$ cat src/hw/lui_pkg.sv
// lui_pkg: constants and types for the host serial port and attenuator block
// assumes a 100 MHz system clock and a slow host serial clock
package lui_pkg;
  // command registers behind the serial port
  localparam int          LUI_NREG       = 8;
  localparam logic [2:0]  LUI_CREG_CTRL  = 3'h0; // channel control
  localparam logic [2:0]  LUI_CREG_ALARM = 3'h1; // latched alarms, read only
  localparam logic [2:0]  LUI_CREG_CFG   = 3'h2; // operating configuration
  localparam logic [7:0]  LUI_CTRL_RST   = 8'h00;
  localparam logic [7:0]  LUI_CFG_RST    = 8'h00;
  localparam logic [7:0]  LUI_GEN_RST    = 8'h00;
  localparam int          LUI_CTRL_IE    = 0;
  localparam int          LUI_CFG_RECEIVER_MONITOR_SELECT  = 0;
  localparam int          LUI_CFG_LOSMT  = 1;
  localparam int          LUI_CFG_JA_LO  = 2;
  localparam int          LUI_CFG_JA_HI  = 3;
  localparam int          LUI_CFG_PATH   = 4;
  // serial frame: 8 command bits (read flag in bit 7, address in bits 2:0), 8 data bits
  localparam logic [4:0]  LUI_CMD_BITS   = 5'h08;
  localparam logic [4:0]  LUI_FRAME_BITS = 5'h10;
  localparam int          LUI_CMD_RD     = 7;
  // ahb register map, byte addresses
  localparam logic [7:0]  LUI_A_STATUS   = 8'h00;
  localparam logic [7:0]  LUI_A_MASK     = 8'h04;
  localparam logic [7:0]  LUI_A_VIEW     = 8'h08;
  localparam logic [2:0]  LUI_MASK_RST   = 3'h0;
  localparam int          LUI_EV_WR      = 0;
  localparam int          LUI_EV_RD      = 1;
  localparam int          LUI_EV_INT     = 2;

  typedef enum logic [1:0] {
    LUI_JA_FIFO16,
    LUI_JA_FIFO32,
    LUI_JA_OFF
  } lui_ja_mode_t;

  // pins that arrive from outside the clock domain
  typedef struct packed {
    logic cs_n;
    logic sclk;
    logic serial_write_in;
    logic sdo_in;
    logic int_in;
    logic ja_lo;
    logic ja_hi;
    logic path;
    logic strap;
    logic reg_rst_n;
  } lui_pins_t;

  // configuration seen by the line side
  typedef struct packed {
    logic         rx_monitor;
    logic         loss_mute;
    lui_ja_mode_t ja_mode;
    logic         ja_in_tx;
  } lui_cfg_t;
endpackage

$ cat src/hw/lui_host_port.sv
// lui_host_port: host serial port, interrupt pin, hardware-mode pin decode
// assumes the serial pins are asynchronous and the ahb master is on I_CLK
//
// Chosen here: register access over AHB-Lite and the register offsets.
`timescale 1ns/1ps
// Function
// - a read frame shifts the addressed command register out on the data pin
// - serial output changes only on falling edges of the host serial clock
// - the serial output is released after the last read bit
// - in pin mode the serial output pin is the monitor-mode input
// - register reset low holds command registers, and config in host mode, at defaults
// - a new interrupt drives the active-low interrupt pin from high to low
// - interrupt enable bit cleared suppresses the interrupt pin
// - interrupt pin stays low until the host reads the alarm register
// - in pin mode the interrupt pin is the loss-of-signal mute input
// - in pin mode select pins give 16-bit, 32-bit fifo or attenuator off
// - serial write data is sampled on rising serial clock edges
module lui_host_port
  import lui_pkg::*;
#(
  parameter int NCH = 2
) (
  // clock and reset
  input  wire logic           I_CLK,
  input  wire logic           I_RST_N,
  // host serial port and straps
  input  wire logic           I_CS_N,
  input  wire logic           I_SCLK,
  input  wire logic           I_SERIAL_WRITE_IN,
  input  wire logic           I_REG_RESET_N,
  input  wire logic           I_CONTROL_STYLE_STRAP,
  // serial output pin, shared with monitor select
  input  wire logic           I_SERIAL_READ_OUT,
  output logic                O_SERIAL_READ_OUT,
  output logic                O_SERIAL_READ_OUT_OE_N,
  // interrupt pin, shared with loss mute
  input  wire logic           I_INT_N,
  output logic                O_INT_N,
  output logic                O_INT_OE_N,
  // attenuator pins
  input  wire logic           I_ATTEN_SELECT_LOW,
  input  wire logic           I_ATTEN_SELECT_HIGH,
  input  wire logic           I_ATTEN_PATH_SELECT,
  // line side
  input  wire logic [NCH-1:0] I_ALARM,
  output lui_cfg_t            O_CFG,
  // ahb-lite slave
  input  wire logic           HSEL,
  input  wire logic [31:0]    HADDR,
  input  wire logic [1:0]     HTRANS,
  input  wire logic           HWRITE,
  input  wire logic [2:0]     HSIZE,
  input  wire logic [31:0]    HWDATA,
  input  wire logic           HREADY,
  output logic [31:0]         HRDATA,
  output logic                HREADYOUT,
  output logic                HRESP,
  output logic                O_IRQ
);

  lui_pins_t      pin_meta;
  lui_pins_t      pin;
  logic           sclk_d;
  logic [7:0]     creg [LUI_NREG];
  logic [NCH-1:0] alarm_d;
  logic [NCH-1:0] alarm_lat;
  logic [4:0]     bit_cnt;
  logic [7:0]     cmd;
  logic [7:0]     wdata;
  logic           wr_pulse;
  logic           rd_pulse;
  logic           int_pulse;
  logic           alarm_clr;
  logic [2:0]     status;
  logic [2:0]     mask;
  logic           ap_valid;
  logic           ap_write;
  logic [7:0]     ap_addr;
  logic           host_mode;
  logic           sclk_rise;
  logic           sclk_fall;
  logic           in_frame;
  logic           reg_rst;
  logic [2:0]     addr;
  logic           is_rd;
  logic           int_want;
  logic [2:0]     ev;
  logic           take;
  logic           rd_status;
  logic [7:0]     next_cfg;
  logic [7:0]     rd_byte;
  logic [7:0]     rd_hold;

  // two flops on every pin before any logic looks at it
  always_ff @(posedge I_CLK or negedge I_RST_N) begin
    if (!I_RST_N) begin
      pin_meta <= '0;
      pin      <= '0;
      sclk_d   <= 1'b0;
    end else begin
      pin_meta <= {I_CS_N, I_SCLK, I_SERIAL_WRITE_IN, I_SERIAL_READ_OUT,
                   I_INT_N, I_ATTEN_SELECT_LOW, I_ATTEN_SELECT_HIGH,
                   I_ATTEN_PATH_SELECT, I_CONTROL_STYLE_STRAP,
                   I_REG_RESET_N};
      pin      <= pin_meta;
      sclk_d   <= pin.sclk;
    end
  end

  assign host_mode = pin.strap;
  assign in_frame  = !pin.cs_n && host_mode;
  assign sclk_rise = in_frame && pin.sclk && !sclk_d;
  assign sclk_fall = in_frame && !pin.sclk && sclk_d;
  assign reg_rst   = !pin.reg_rst_n;
  assign addr      = cmd[2:0];
  assign is_rd     = cmd[LUI_CMD_RD];

  // frame sequencing; a frame cut short by chip select is simply dropped
  always_ff @(posedge I_CLK or negedge I_RST_N) begin
    if (!I_RST_N) begin
      bit_cnt <= '0;
      cmd     <= '0;
      wdata   <= '0;
    end else if (!in_frame) begin
      bit_cnt <= '0;
    end else if (sclk_rise) begin
      if (bit_cnt < LUI_CMD_BITS) begin
        cmd <= {cmd[6:0], pin.serial_write_in};
      end else begin
        wdata <= {wdata[6:0], pin.serial_write_in};
      end
      if (bit_cnt < LUI_FRAME_BITS) begin
        bit_cnt <= bit_cnt + 5'h01;
      end
    end
  end

  assign wr_pulse = sclk_rise && !is_rd && bit_cnt == LUI_FRAME_BITS - 5'h01;
  assign rd_pulse = sclk_fall && is_rd && bit_cnt == LUI_CMD_BITS;
  assign alarm_clr = rd_pulse && addr == LUI_CREG_ALARM;
  assign rd_byte   = (addr == LUI_CREG_ALARM) ? 8'(alarm_lat) : creg[addr];

  // snapshot at the first data bit: the alarm latches clear on that edge,
  // so the later bits must not look at the live latches
  always_ff @(posedge I_CLK or negedge I_RST_N) begin
    if (!I_RST_N) begin
      rd_hold <= '0;
    end else if (rd_pulse) begin
      rd_hold <= rd_byte;
    end
  end

  // command registers; the alarm slot is not writable
  always_ff @(posedge I_CLK or negedge I_RST_N) begin
    if (!I_RST_N) begin
      for (int i = 0; i < LUI_NREG; i++) begin
        creg[i] <= LUI_GEN_RST;
      end
      creg[LUI_CREG_CTRL] <= LUI_CTRL_RST;
      creg[LUI_CREG_CFG]  <= LUI_CFG_RST;
    end else if (reg_rst) begin
      for (int i = 0; i < LUI_NREG; i++) begin
        creg[i] <= LUI_GEN_RST;
      end
      creg[LUI_CREG_CTRL] <= LUI_CTRL_RST;
      creg[LUI_CREG_CFG]  <= LUI_CFG_RST;
    end else if (wr_pulse && addr != LUI_CREG_ALARM) begin
      creg[addr] <= {wdata[6:0], pin.serial_write_in};
    end
  end

  // serial output: bit k of the data phase goes out on falling edge k
  always_ff @(posedge I_CLK or negedge I_RST_N) begin
    if (!I_RST_N) begin
      O_SERIAL_READ_OUT      <= 1'b0;
      O_SERIAL_READ_OUT_OE_N <= 1'b1;
    end else if (!in_frame) begin
      O_SERIAL_READ_OUT_OE_N <= 1'b1;
    end else if (sclk_fall && is_rd) begin
      if (bit_cnt >= LUI_CMD_BITS && bit_cnt < LUI_FRAME_BITS) begin
        O_SERIAL_READ_OUT <= (bit_cnt == LUI_CMD_BITS)
          ? rd_byte[7]
          : rd_hold[3'(LUI_FRAME_BITS - 5'h01 - bit_cnt)];
        O_SERIAL_READ_OUT_OE_N <= 1'b0;
      end else if (bit_cnt == LUI_FRAME_BITS) begin
        O_SERIAL_READ_OUT_OE_N <= 1'b1;
      end
    end
  end

  // alarms latch on a rising edge and hold until the host reads them;
  // a new edge in the clearing cycle survives
  always_ff @(posedge I_CLK or negedge I_RST_N) begin
    if (!I_RST_N) begin
      alarm_d   <= '0;
      alarm_lat <= '0;
    end else begin
      alarm_d <= I_ALARM;
      if (reg_rst) begin
        alarm_lat <= '0;
      end else begin
        alarm_lat <= (alarm_lat & {NCH{!alarm_clr}})
                   | (I_ALARM & ~alarm_d);
      end
    end
  end

  assign int_want = host_mode && (|alarm_lat)
                  && creg[LUI_CREG_CTRL][LUI_CTRL_IE];
  assign int_pulse = int_want && O_INT_N && host_mode;

  // push-pull interrupt pin, driven high and low in host mode, input in pin mode
  always_ff @(posedge I_CLK or negedge I_RST_N) begin
    if (!I_RST_N) begin
      O_INT_N    <= 1'b1;
      O_INT_OE_N <= 1'b1;
    end else begin
      O_INT_N    <= !int_want;
      O_INT_OE_N <= !host_mode;
    end
  end

  // configuration: registers in host mode, pins in pin mode
  assign next_cfg = creg[LUI_CREG_CFG];
  always_ff @(posedge I_CLK or negedge I_RST_N) begin
    if (!I_RST_N) begin
      O_CFG <= '{1'b0, 1'b0, LUI_JA_FIFO16, 1'b0};
    end else if (!host_mode) begin
      O_CFG.rx_monitor <= pin.sdo_in;
      O_CFG.loss_mute  <= pin.int_in;
      O_CFG.ja_mode    <= pin.ja_lo ? LUI_JA_OFF
                        : (pin.ja_hi ? LUI_JA_FIFO32 : LUI_JA_FIFO16);
      O_CFG.ja_in_tx   <= pin.path;
    end else begin
      O_CFG.rx_monitor <= next_cfg[LUI_CFG_RECEIVER_MONITOR_SELECT];
      O_CFG.loss_mute  <= next_cfg[LUI_CFG_LOSMT];
      O_CFG.ja_mode    <= next_cfg[LUI_CFG_JA_LO] ? LUI_JA_OFF
                        : (next_cfg[LUI_CFG_JA_HI] ? LUI_JA_FIFO32
                                                   : LUI_JA_FIFO16);
      O_CFG.ja_in_tx   <= next_cfg[LUI_CFG_PATH];
    end
  end

  // ahb-lite slave, zero wait states, read data registered at address phase
  assign take      = HSEL && HREADY && HTRANS[1];
  assign rd_status = take && !HWRITE && HADDR[7:0] == LUI_A_STATUS;

  always_ff @(posedge I_CLK or negedge I_RST_N) begin
    if (!I_RST_N) begin
      ap_valid  <= 1'b0;
      ap_write  <= 1'b0;
      ap_addr   <= '0;
      HRDATA    <= '0;
      HREADYOUT <= 1'b0;
      HRESP     <= 1'b0;
    end else begin
      HREADYOUT <= 1'b1;
      HRESP     <= 1'b0;
      ap_valid  <= take && HWRITE;
      ap_write  <= HWRITE;
      ap_addr   <= HADDR[7:0];
      if (take && !HWRITE) begin
        case (HADDR[7:0])
          LUI_A_STATUS: HRDATA <= {29'h0, status};
          LUI_A_MASK:   HRDATA <= {29'h0, mask};
          LUI_A_VIEW:   HRDATA <= {25'h0, O_INT_N, host_mode,
                                   O_CFG.ja_in_tx, O_CFG.ja_mode,
                                   O_CFG.loss_mute, O_CFG.rx_monitor};
          default:      HRDATA <= '0;
        endcase
      end else begin
        HRDATA <= '0;
      end
    end
  end

  // sticky events, cleared by reading; a set in the same cycle wins
  assign ev = {int_pulse, rd_pulse, wr_pulse};
  always_ff @(posedge I_CLK or negedge I_RST_N) begin
    if (!I_RST_N) begin
      status <= '0;
      mask   <= LUI_MASK_RST;
      O_IRQ  <= 1'b0;
    end else begin
      status <= (status & {3{!rd_status}}) | ev;
      if (ap_valid && ap_write && ap_addr == LUI_A_MASK) begin
        mask <= HWDATA[2:0];
      end
      O_IRQ <= |(status & mask);
    end
  end

endmodule

$ cat config.mk
export PLATFORM = sky130hd
export DESIGN_NAME = lui_host_port
export DESIGN_NICKNAME = d
export VERILOG_FILES = /design/src/hw/lui_pkg.sv /design/src/hw/lui_host_port.sv
export SDC_FILE = /design/constraint.sdc
export NUM_CORES = 1
export LEC_CHECK = 0
export BUFFER_PORTS_ARGS = -buffer_cell sky130_fd_sc_hd__buf_2
export CAP_MARGIN = 20
export CORE_ASPECT_RATIO = 0.5
export CORE_MARGIN = 2
export CORE_UTILIZATION = 55
export DETAILED_ROUTE_END_ITERATION = 12
export PLACE_DENSITY = 0.87
export SETUP_SLACK_MARGIN = 0.5
export SLEW_MARGIN = 20
export SYNTH_ARGS = -nofsm -noshare
export SYNTH_HDL_FRONTEND = slang
export SYNTH_SLANG_ARGS = --single-unit
$ cat constraint.sdc
create_clock -name I_CLK -period 2.81 [get_ports I_CLK]
set_input_delay 0.562 -clock I_CLK [delete_from_list [all_inputs] [get_ports I_CLK]]
set_output_delay 0.562 -clock I_CLK [all_outputs]
set_load 0.01 [all_outputs]
==> impl_metrics.csv, run 1 <==
group,metric,value,unit
status,status,"completed",
timing,max_slew.worst_pin.slew,0.651,ns
finish,final_common_cell,"dfrtp_1",
critical_path,cp-end-kind,"register",
timing,finClkSkew,0.00819,ns
placed_design,port_buffers,46,
finish,final_cells,712,
placed_design,place_congestion,0.843,
synthesis,synth_area,6310,µm²
global_routing,grt_usage,23.3,%
synthesis,synthTopCellsByArea,"dfrtp_1 55%, mux2i_1 10%, mux2_2 5.3%",
critical_path,cp.arrival,2.56,ns
global_routing,grt_pass1_wl,21.9,mm
clocking,insertion_delay,0.42,ns
die,chipHeight,79.8,µm
critical_path,slowest_stage,"or4_4",
timing,worst_slack,0.550,ns
clocking,cts_hold_buf,0,
die,die_x,156,µm
synthesis,ys_types,49,
finish,mostFrequentLayoutCells,"139 x dfrtp_1, 64 x mux2i_1, 45 x buf_2",
die,num_io_pins,130,
power_and_ir_drop,p_per_area,675,nW/µm²
clocking,clkTransAtPathRegs,0.06,ns
global_routing,grt_overflow,0,
die,rows,27,
critical_path,worstSetupStartpointType,"register",
placed_design,place_ws,0.413,ns
synthesis,synth_mux_area_share,19.4,%
detailed_routing,wl_per_cell,19.0,µm
synthesis,synth_top_family_by_area,"multiplexers",
die,die-area,12400,µm²
global_routing,grt_pass1_vias,4227,
worst_hold_path,hold_class,"input port to async pin",
global_routing,antenna_found_initial,0,
timing,period_minus_slack,2.26,ns
timing,setup-violations-final,0,
detailed_routing,drt-initial-drc-count,336,
critical_path,cpPeakStageDelay,0.66,ns
power_and_ir_drop,vdd_drop_max,0.000430,V
timing,fmax,0.442,GHz
critical_path,crit_path_frequent_cell,"ha_1",
power_and_ir_drop,power_leakage,3.43,nW
critical_path,crit_chain,"ha_1, and3_1, ha_1, nand2b_1, or4_4, mux2i_1, nor2b_1",
synthesis,synth_xor_area_share,0.416,%
timing,final.setup.tns,0,ns
synthesis,synth.yosys.seq_area_share,56.7,%
synthesis,syn_avg_cell_area,12.8,µm²
job,maxCapViolCount,0,
global_routing,grt_max_degree,74,
synthesis,yosys.area_share.simple,13.2,%
synthesis,synth.top_cell.area_share,55.5,%
timing,min_period_over_period,80.4,%
synthesis,ys_warn_count,0,
synthesis,synth-adder-area-share,0.594,%
synthesis,yosys.area.top_type,"dfrtp_1",
timing,rsz0062_at_grt,"yes",
clocking,cts_buffer_depth,2,
timing,hold_viol_final,0,
critical_path,worstPathRequired,3.11,ns
finish,layout.nets,643,
detailed_routing,vias,4080,
finish,utilization,65.8,%
clocking,cts_sinks,143,
critical_path,worstSetupPathType,"register to register",
timing,relSlewSlack,56.6,%
clocking,htreeDepth,4,
finish,antenna_cells,0,
synthesis,synthArstFlopShare,100,%
detailed_routing,viasPerCell,5.73,
finish,area_growth,15.5,%
clocking,numCtsBuffers,17,
synthesis,synth_compound_area_share,3.90,%
detailed_routing,drc,0,
clocking,root_buffer,"clkbuf_16",
timing,final-max-slew-violation-count,0,
placed_design,placed_cells,677,
detailed_routing,ant_nets,0,
detailed_routing,wl,13.5,mm
synthesis,synthFlopType,"dfrtp_1",
placed_design,place_hpwl,8.45,mm
finish,drive_gt1_share,27.5,%
die,design.core.area,11100,µm²
die,initial_utilization,57.0,%
synthesis,synthCells,494,
synthesis,synth_edf_count,0,
synthesis,synth_seq_cells,143,
detailed_routing,firstDrtPassIters,4,
critical_path,critical_path.max_fanout,8,
clocking,cts_tree,"yes",
-- per-stage QoR --
stage          instance area [µm²]  hold slack [ns]  power, mW
2_1_floorplan                 6410            0.266       2.53
3_3_place_gp                  6650            0.332       2.65
3_5_place_dp                  6650            0.335       2.67
4_1_cts                       7280            0.181       4.94
5_1_grt                       7290            0.211       5.08
6_report                      7290            0.159       4.92
-- worst max-delay path: cells and delay by family (launching register included) --
kind | cells | cell delay, ns
fa+ha+maj | 2 | 0.36
flops | 1 | 0.43
mux | 1 | 0.23
simple gates | 4 | 1.12
-- per-layer routing --
metal	up-vias	global-route usage, %	part of all wire (%)
met3	27	5.54	6.5
met2	183	38.5	48
met5	-	0	0
met4	0	8.81	1.9
met1	2073	30.4	43
li1	1797	-	-
-- kinds of logic (layout without fill, tap and decap cells) --
| kind of cell | after synthesis | in the layout |
|---|---|---|
| flip-flops | 143 | 143 |
| AND/OR/NAND/NOR | 143 | 143 |
| multiplexers | 105 | 105 |
| buffers and inverters | 61 | 109 |
| AO/OA/AOI/OAI | 34 | 34 |
| adder cells (fa/ha/maj) | 3 | 3 |
| XOR/XNOR | 3 | 3 |
| other | 2 | 27 |
-- cell usage after synthesis (2+ instances only) --
cell type / n
a22o_1: 2
inv_1: 10
a21boi_0: 2
dfstp_2: 3
nor2b_1: 45
o31ai_1: 6
a221oi_1: 5
o2bb2ai_1: 2
nor4_1: 2
mux2i_1: 64
buf_4: 26
a21oi_1: 5
buf_2: 15
nor4_4: 2
dfrtp_1: 140
xor2_1: 2
nand4_1: 2
nand2_1: 36
nor3_1: 5
nand3_1: 2
and3_1: 6
mux2_2: 30
nand2b_1: 7
or3_1: 2
o21ai_0: 5
conb_1: 2
mux4_2: 11
clkbuf_1: 9
o22ai_1: 2
or4_1: 3
nor2_1: 21
ha_1: 3
-- registers in the layout (all words and copies together) (netlist names), 7 cells and up --
name,cells
rd_hold,8
ap_addr,8
HRDATA,7
wdata,7
next_cfg,8
pin_meta,10
cmd,8
creg,48
pin,9
-- report_power, final --
part / switching, mW / internal, mW / leakage (nW)
clock network: 0.861 / 1.42 / 0.288
logic: 0.275 / 0.184 / 1.27
registers: 0.0688 / 2.12 / 1.88
-- worst paths after layout --
path	start	end	slack, ns	cells past startpoint
setup / recovery	bit_cnt[1]	creg[1]	0.55	7
hold / removal	I_RST_N	creg[12]	0.16	1
setup reg to reg	bit_cnt[1]	creg[1]	0.55	7
hold reg to reg	pin_meta[7]	pin[7]	0.35	0
max in group asynchronous	I_RST_N	O_INT_OE_N	1.91	2
min in group I_CLK	I_SERIAL_WRITE_IN	pin_meta[7]	0.25	1
-- repair_timing --
action | in CTS | in global routing
setup endpoints to repair | 30 | 20
setup buffers | 3 | 0
pin swaps | 1 | 0
resized for setup | 3 | 3
endpoints found under the hold margin | 0 | 0
-- layout make-up --
cell class / count / area [µm²]
clock buffer: 18 / 439
fill: 721 / 3790
sequential: 143 / 3580
clock inverter: 14 / 166
timing repair buffer: 67 / 394
inverter: 10 / 37.5
multi-input combinational: 315 / 2490
tap: 145 / 181
No activity file was read; power rests on OpenSTA's default activity.
==> run 2, diff against run 1 <==
--- a/config.mk
+++ b/config.mk
@@ -9,9 +9,9 @@
 export CAP_MARGIN = 20
 export CORE_ASPECT_RATIO = 0.5
 export CORE_MARGIN = 2
-export CORE_UTILIZATION = 55
+export CORE_UTILIZATION = 49
 export DETAILED_ROUTE_END_ITERATION = 12
-export PLACE_DENSITY = 0.87
+export PLACE_DENSITY = 0.82
 export SETUP_SLACK_MARGIN = 0.5
 export SLEW_MARGIN = 20
 export SYNTH_ARGS = -nofsm -noshare
==> constraint.sdc (replaced) <==
create_clock -name I_CLK -period 1.95 [get_ports I_CLK]
set_input_delay 0.39 -clock I_CLK [delete_from_list [all_inputs] [get_ports I_CLK]]
set_output_delay 0.39 -clock I_CLK [all_outputs]
set_load 0.01 [all_outputs]
==> run 2 against run 1 <==
The run now ends with negative setup slack left. Sequential power up 44%. Hold slack worse by 0.080 ns. Combinational power up 70%. Clock skew up 0.00073 ns. Flip-flop and latch count unchanged. Register-to-register slack worse by 0.68 ns. Non-clock buffer count up 24. Sequential share of layout area down 3.8 points. Cell count up 6.6%. Critical endpoint unchanged.
==> impl_metrics.csv, run 2 (synthesized netlist as in run 1, its figures left out) <==
group,metric,value,unit
worst_hold_path,hp-start,"I_CS_N",
global_routing,grt_max_degree,67,
detailed_routing,firstDrtPassIters,5,
finish,antenna_cells,0,
global_routing,grt_pass1_vias,4294,
clocking,cts_tree,"yes",
global_routing,grt_overflow,0,
timing,hold_viol_final,0,
critical_path,rr_endpoint,"creg[1]",
critical_path,slowest_stage,"or4_4",
placed_design,port_buffers,46,
critical_path,worstSetupStartpointType,"register",
die,num_io_pins,130,
global_routing,grt_pass1_wl,22.4,mm
detailed_routing,drt-initial-drc-count,333,
finish,layout.nets,667,
power_and_ir_drop,power_leakage,3.65,nW
die,chipHeight,84.3,µm
timing,period_minus_slack,2.08,ns
critical_path,worstSetupPathType,"register to register",
critical_path,reg2reg_depth,8,
power_and_ir_drop,vdd_drop_max,0.000698,V
finish,mostFrequentLayoutCells,"138 x dfrtp_1, 60 x mux2i_1, 42 x nor2b_1, 42 x buf_2, 35 x nand2_1",
finish,area_growth,25.3,%
finish,drive_gt1_share,35.0,%
die,initial_utilization,50.0,%
timing,rsz0062_at_grt,"yes",
detailed_routing,ant_nets,0,
detailed_routing,vias,4226,
detailed_routing,viasPerCell,5.57,
finish,utilization,62.7,%
clocking,insertion_delay,0.41,ns
die,die_x,165,µm
timing,finClkSkew,0.00892,ns
status,status,"finished with violations",
global_routing,grt_usage,21.1,%
critical_path,crit_chain,"ha_2, and3_4, ha_4, nand2b_4, or4_4, buf_6, mux2i_1, nor2b_1",
critical_path,regToRegStartpoint,"bit_cnt[1]",
clocking,clkTransAtPathRegs,0.06,ns
placed_design,place_hpwl,8.69,mm
placed_design,place_congestion,0.798,
global_routing,grt_busiest_layer,"met2",
detailed_routing,drc,0,
critical_path,critical_path.max_fanout,3,
finish,top_regs,"creg: 48 flops, pin_meta: 10 flops, pin: 9 flops",
timing,final-max-slew-violation-count,0,
clocking,cts_buffer_depth,2,
detailed_routing,wl_per_cell,19.7,µm
clocking,cts_sinks,143,
timing,worst_slack,-0.126,ns
finish,max_flop_register,"creg",
timing,fin_hold_ws,0.0793,ns
global_routing,grtUsageMet1,27.7,%
worst_hold_path,min_to,"pin_meta[9]",
worst_hold_path,holdPathStages,1,
timing,min_period_over_period,106,%
critical_path,cp.arrival,2.36,ns
critical_path,cp-end-kind,"register",
status,violations,"negative setup slack",
die,rows,29,
worst_hold_path,hold_class,"input port to register",
timing,fmax,0.482,GHz
critical_path,reg2reg_slack,-0.13,ns
clocking,numCtsBuffers,17,
finish,final_common_cell,"dfrtp_1",
timing,setup-violations-final,20,
clocking,htreeDepth,4,
global_routing,grtUsageMet3,5.19,%
clocking,root_buffer,"clkbuf_16",
global_routing,antenna_found_initial,1,
die,design.core.area,12600,µm²
job,maxCapViolCount,0,
timing,max_slew.worst_pin.slew,0.575,ns
finish,largest_register_ff_count,48,
timing,final.setup.tns,-0.556,ns
detailed_routing,wl,15.0,mm
critical_path,worstPathRequired,2.23,ns
global_routing,grt_util_met2,35.0,%
power_and_ir_drop,p_per_area,897,nW/µm²
die,die-area,13900,µm²
critical_path,cpPeakStageDelay,0.48,ns
timing,relSlewSlack,61.7,%
-- run 2: cell count changes in the layout (fill, tap and decap cells not counted), moves of 4 or more --
cell / change
mux2i_1: -4
o31ai_1: -5
buf_6: +16
buf_12: +8
o21ai_0: -4
-- run 2: where the power goes --
part / switching (mW) / internal [mW]
sequential: 0.0902 / 3.06
clock: 1.17 / 2.00
combinational: 0.461 / 0.321
total: 1.72 / 5.38
-- run 2: timing repair --
item / CTS / global route
resized for setup: 33 / 32
pin swaps: 5 / 6
endpoints found under the hold margin: 52 / 0
cloned: 1 / 1
hold buffers: 1 / 0
setup buffers: 5 / 1
endpoints found under the setup margin: 86 / 82
-- run 2: per-stage QoR --
| stage | setup slack [ns] | total power, mW | instance area [µm²] | cells |
|---|---|---|---|---|
| 2_1_floorplan | 0.00720 | 3.65 | 6500 | 519 |
| 6_report | -0.126 | 7.10 | 7920 | 759 |
| 5_1_grt | -0.120 | 7.32 | 7920 | 759 |
| 3_3_place_gp | -0.0717 | 3.85 | 6920 | 720 |
| 3_5_place_dp | -0.0994 | 3.87 | 6920 | 720 |
| 4_1_cts | 0.0276 | 7.02 | 7720 | 757 |
-- run 2: how the worst max path moves through the flow --
stage                  endpoint        from  slack, ns  cells after the start
detailed placement  next_cfg[4]  bit_cnt[1]       -0.1                      8
CTS                    creg[15]  bit_cnt[1]       0.03                      9
global route            creg[1]  bit_cnt[1]      -0.12                      8
finish                  creg[1]  bit_cnt[1]      -0.13                      8
global placement    next_cfg[0]  bit_cnt[1]      -0.07                      8
floorplan               creg[0]  bit_cnt[0]      0.007                      8
-- run 2: final cells by class --
type                       instances  area, µm²
sequential                       143       3580
inverter                          10       42.5
timing repair buffer              91        762
clock buffer                      24        492
tap                              170        213
multi-input combinational        315       2740
fill                             854       4710
clock inverter                     6       82.6
-- run 2: layer usage --
metal / vias to the layer above / part of all wire (%)
li1: 1844 / -
met1: 2166 / 42
met2: 181 / 49
met3: 35 / 5.7
met4: 0 / 2.6
met5: - / 0
-- run 2: critical path, delay by kind of cell, from the launching register on --
kind / cells / cell delay, ns
buffers and inverters: 1 / 0.15
multiplexers: 1 / 0.22
adder cells (fa/ha/maj): 2 / 0.35
flip-flops: 1 / 0.37
AND/OR/NAND/NOR: 4 / 0.87
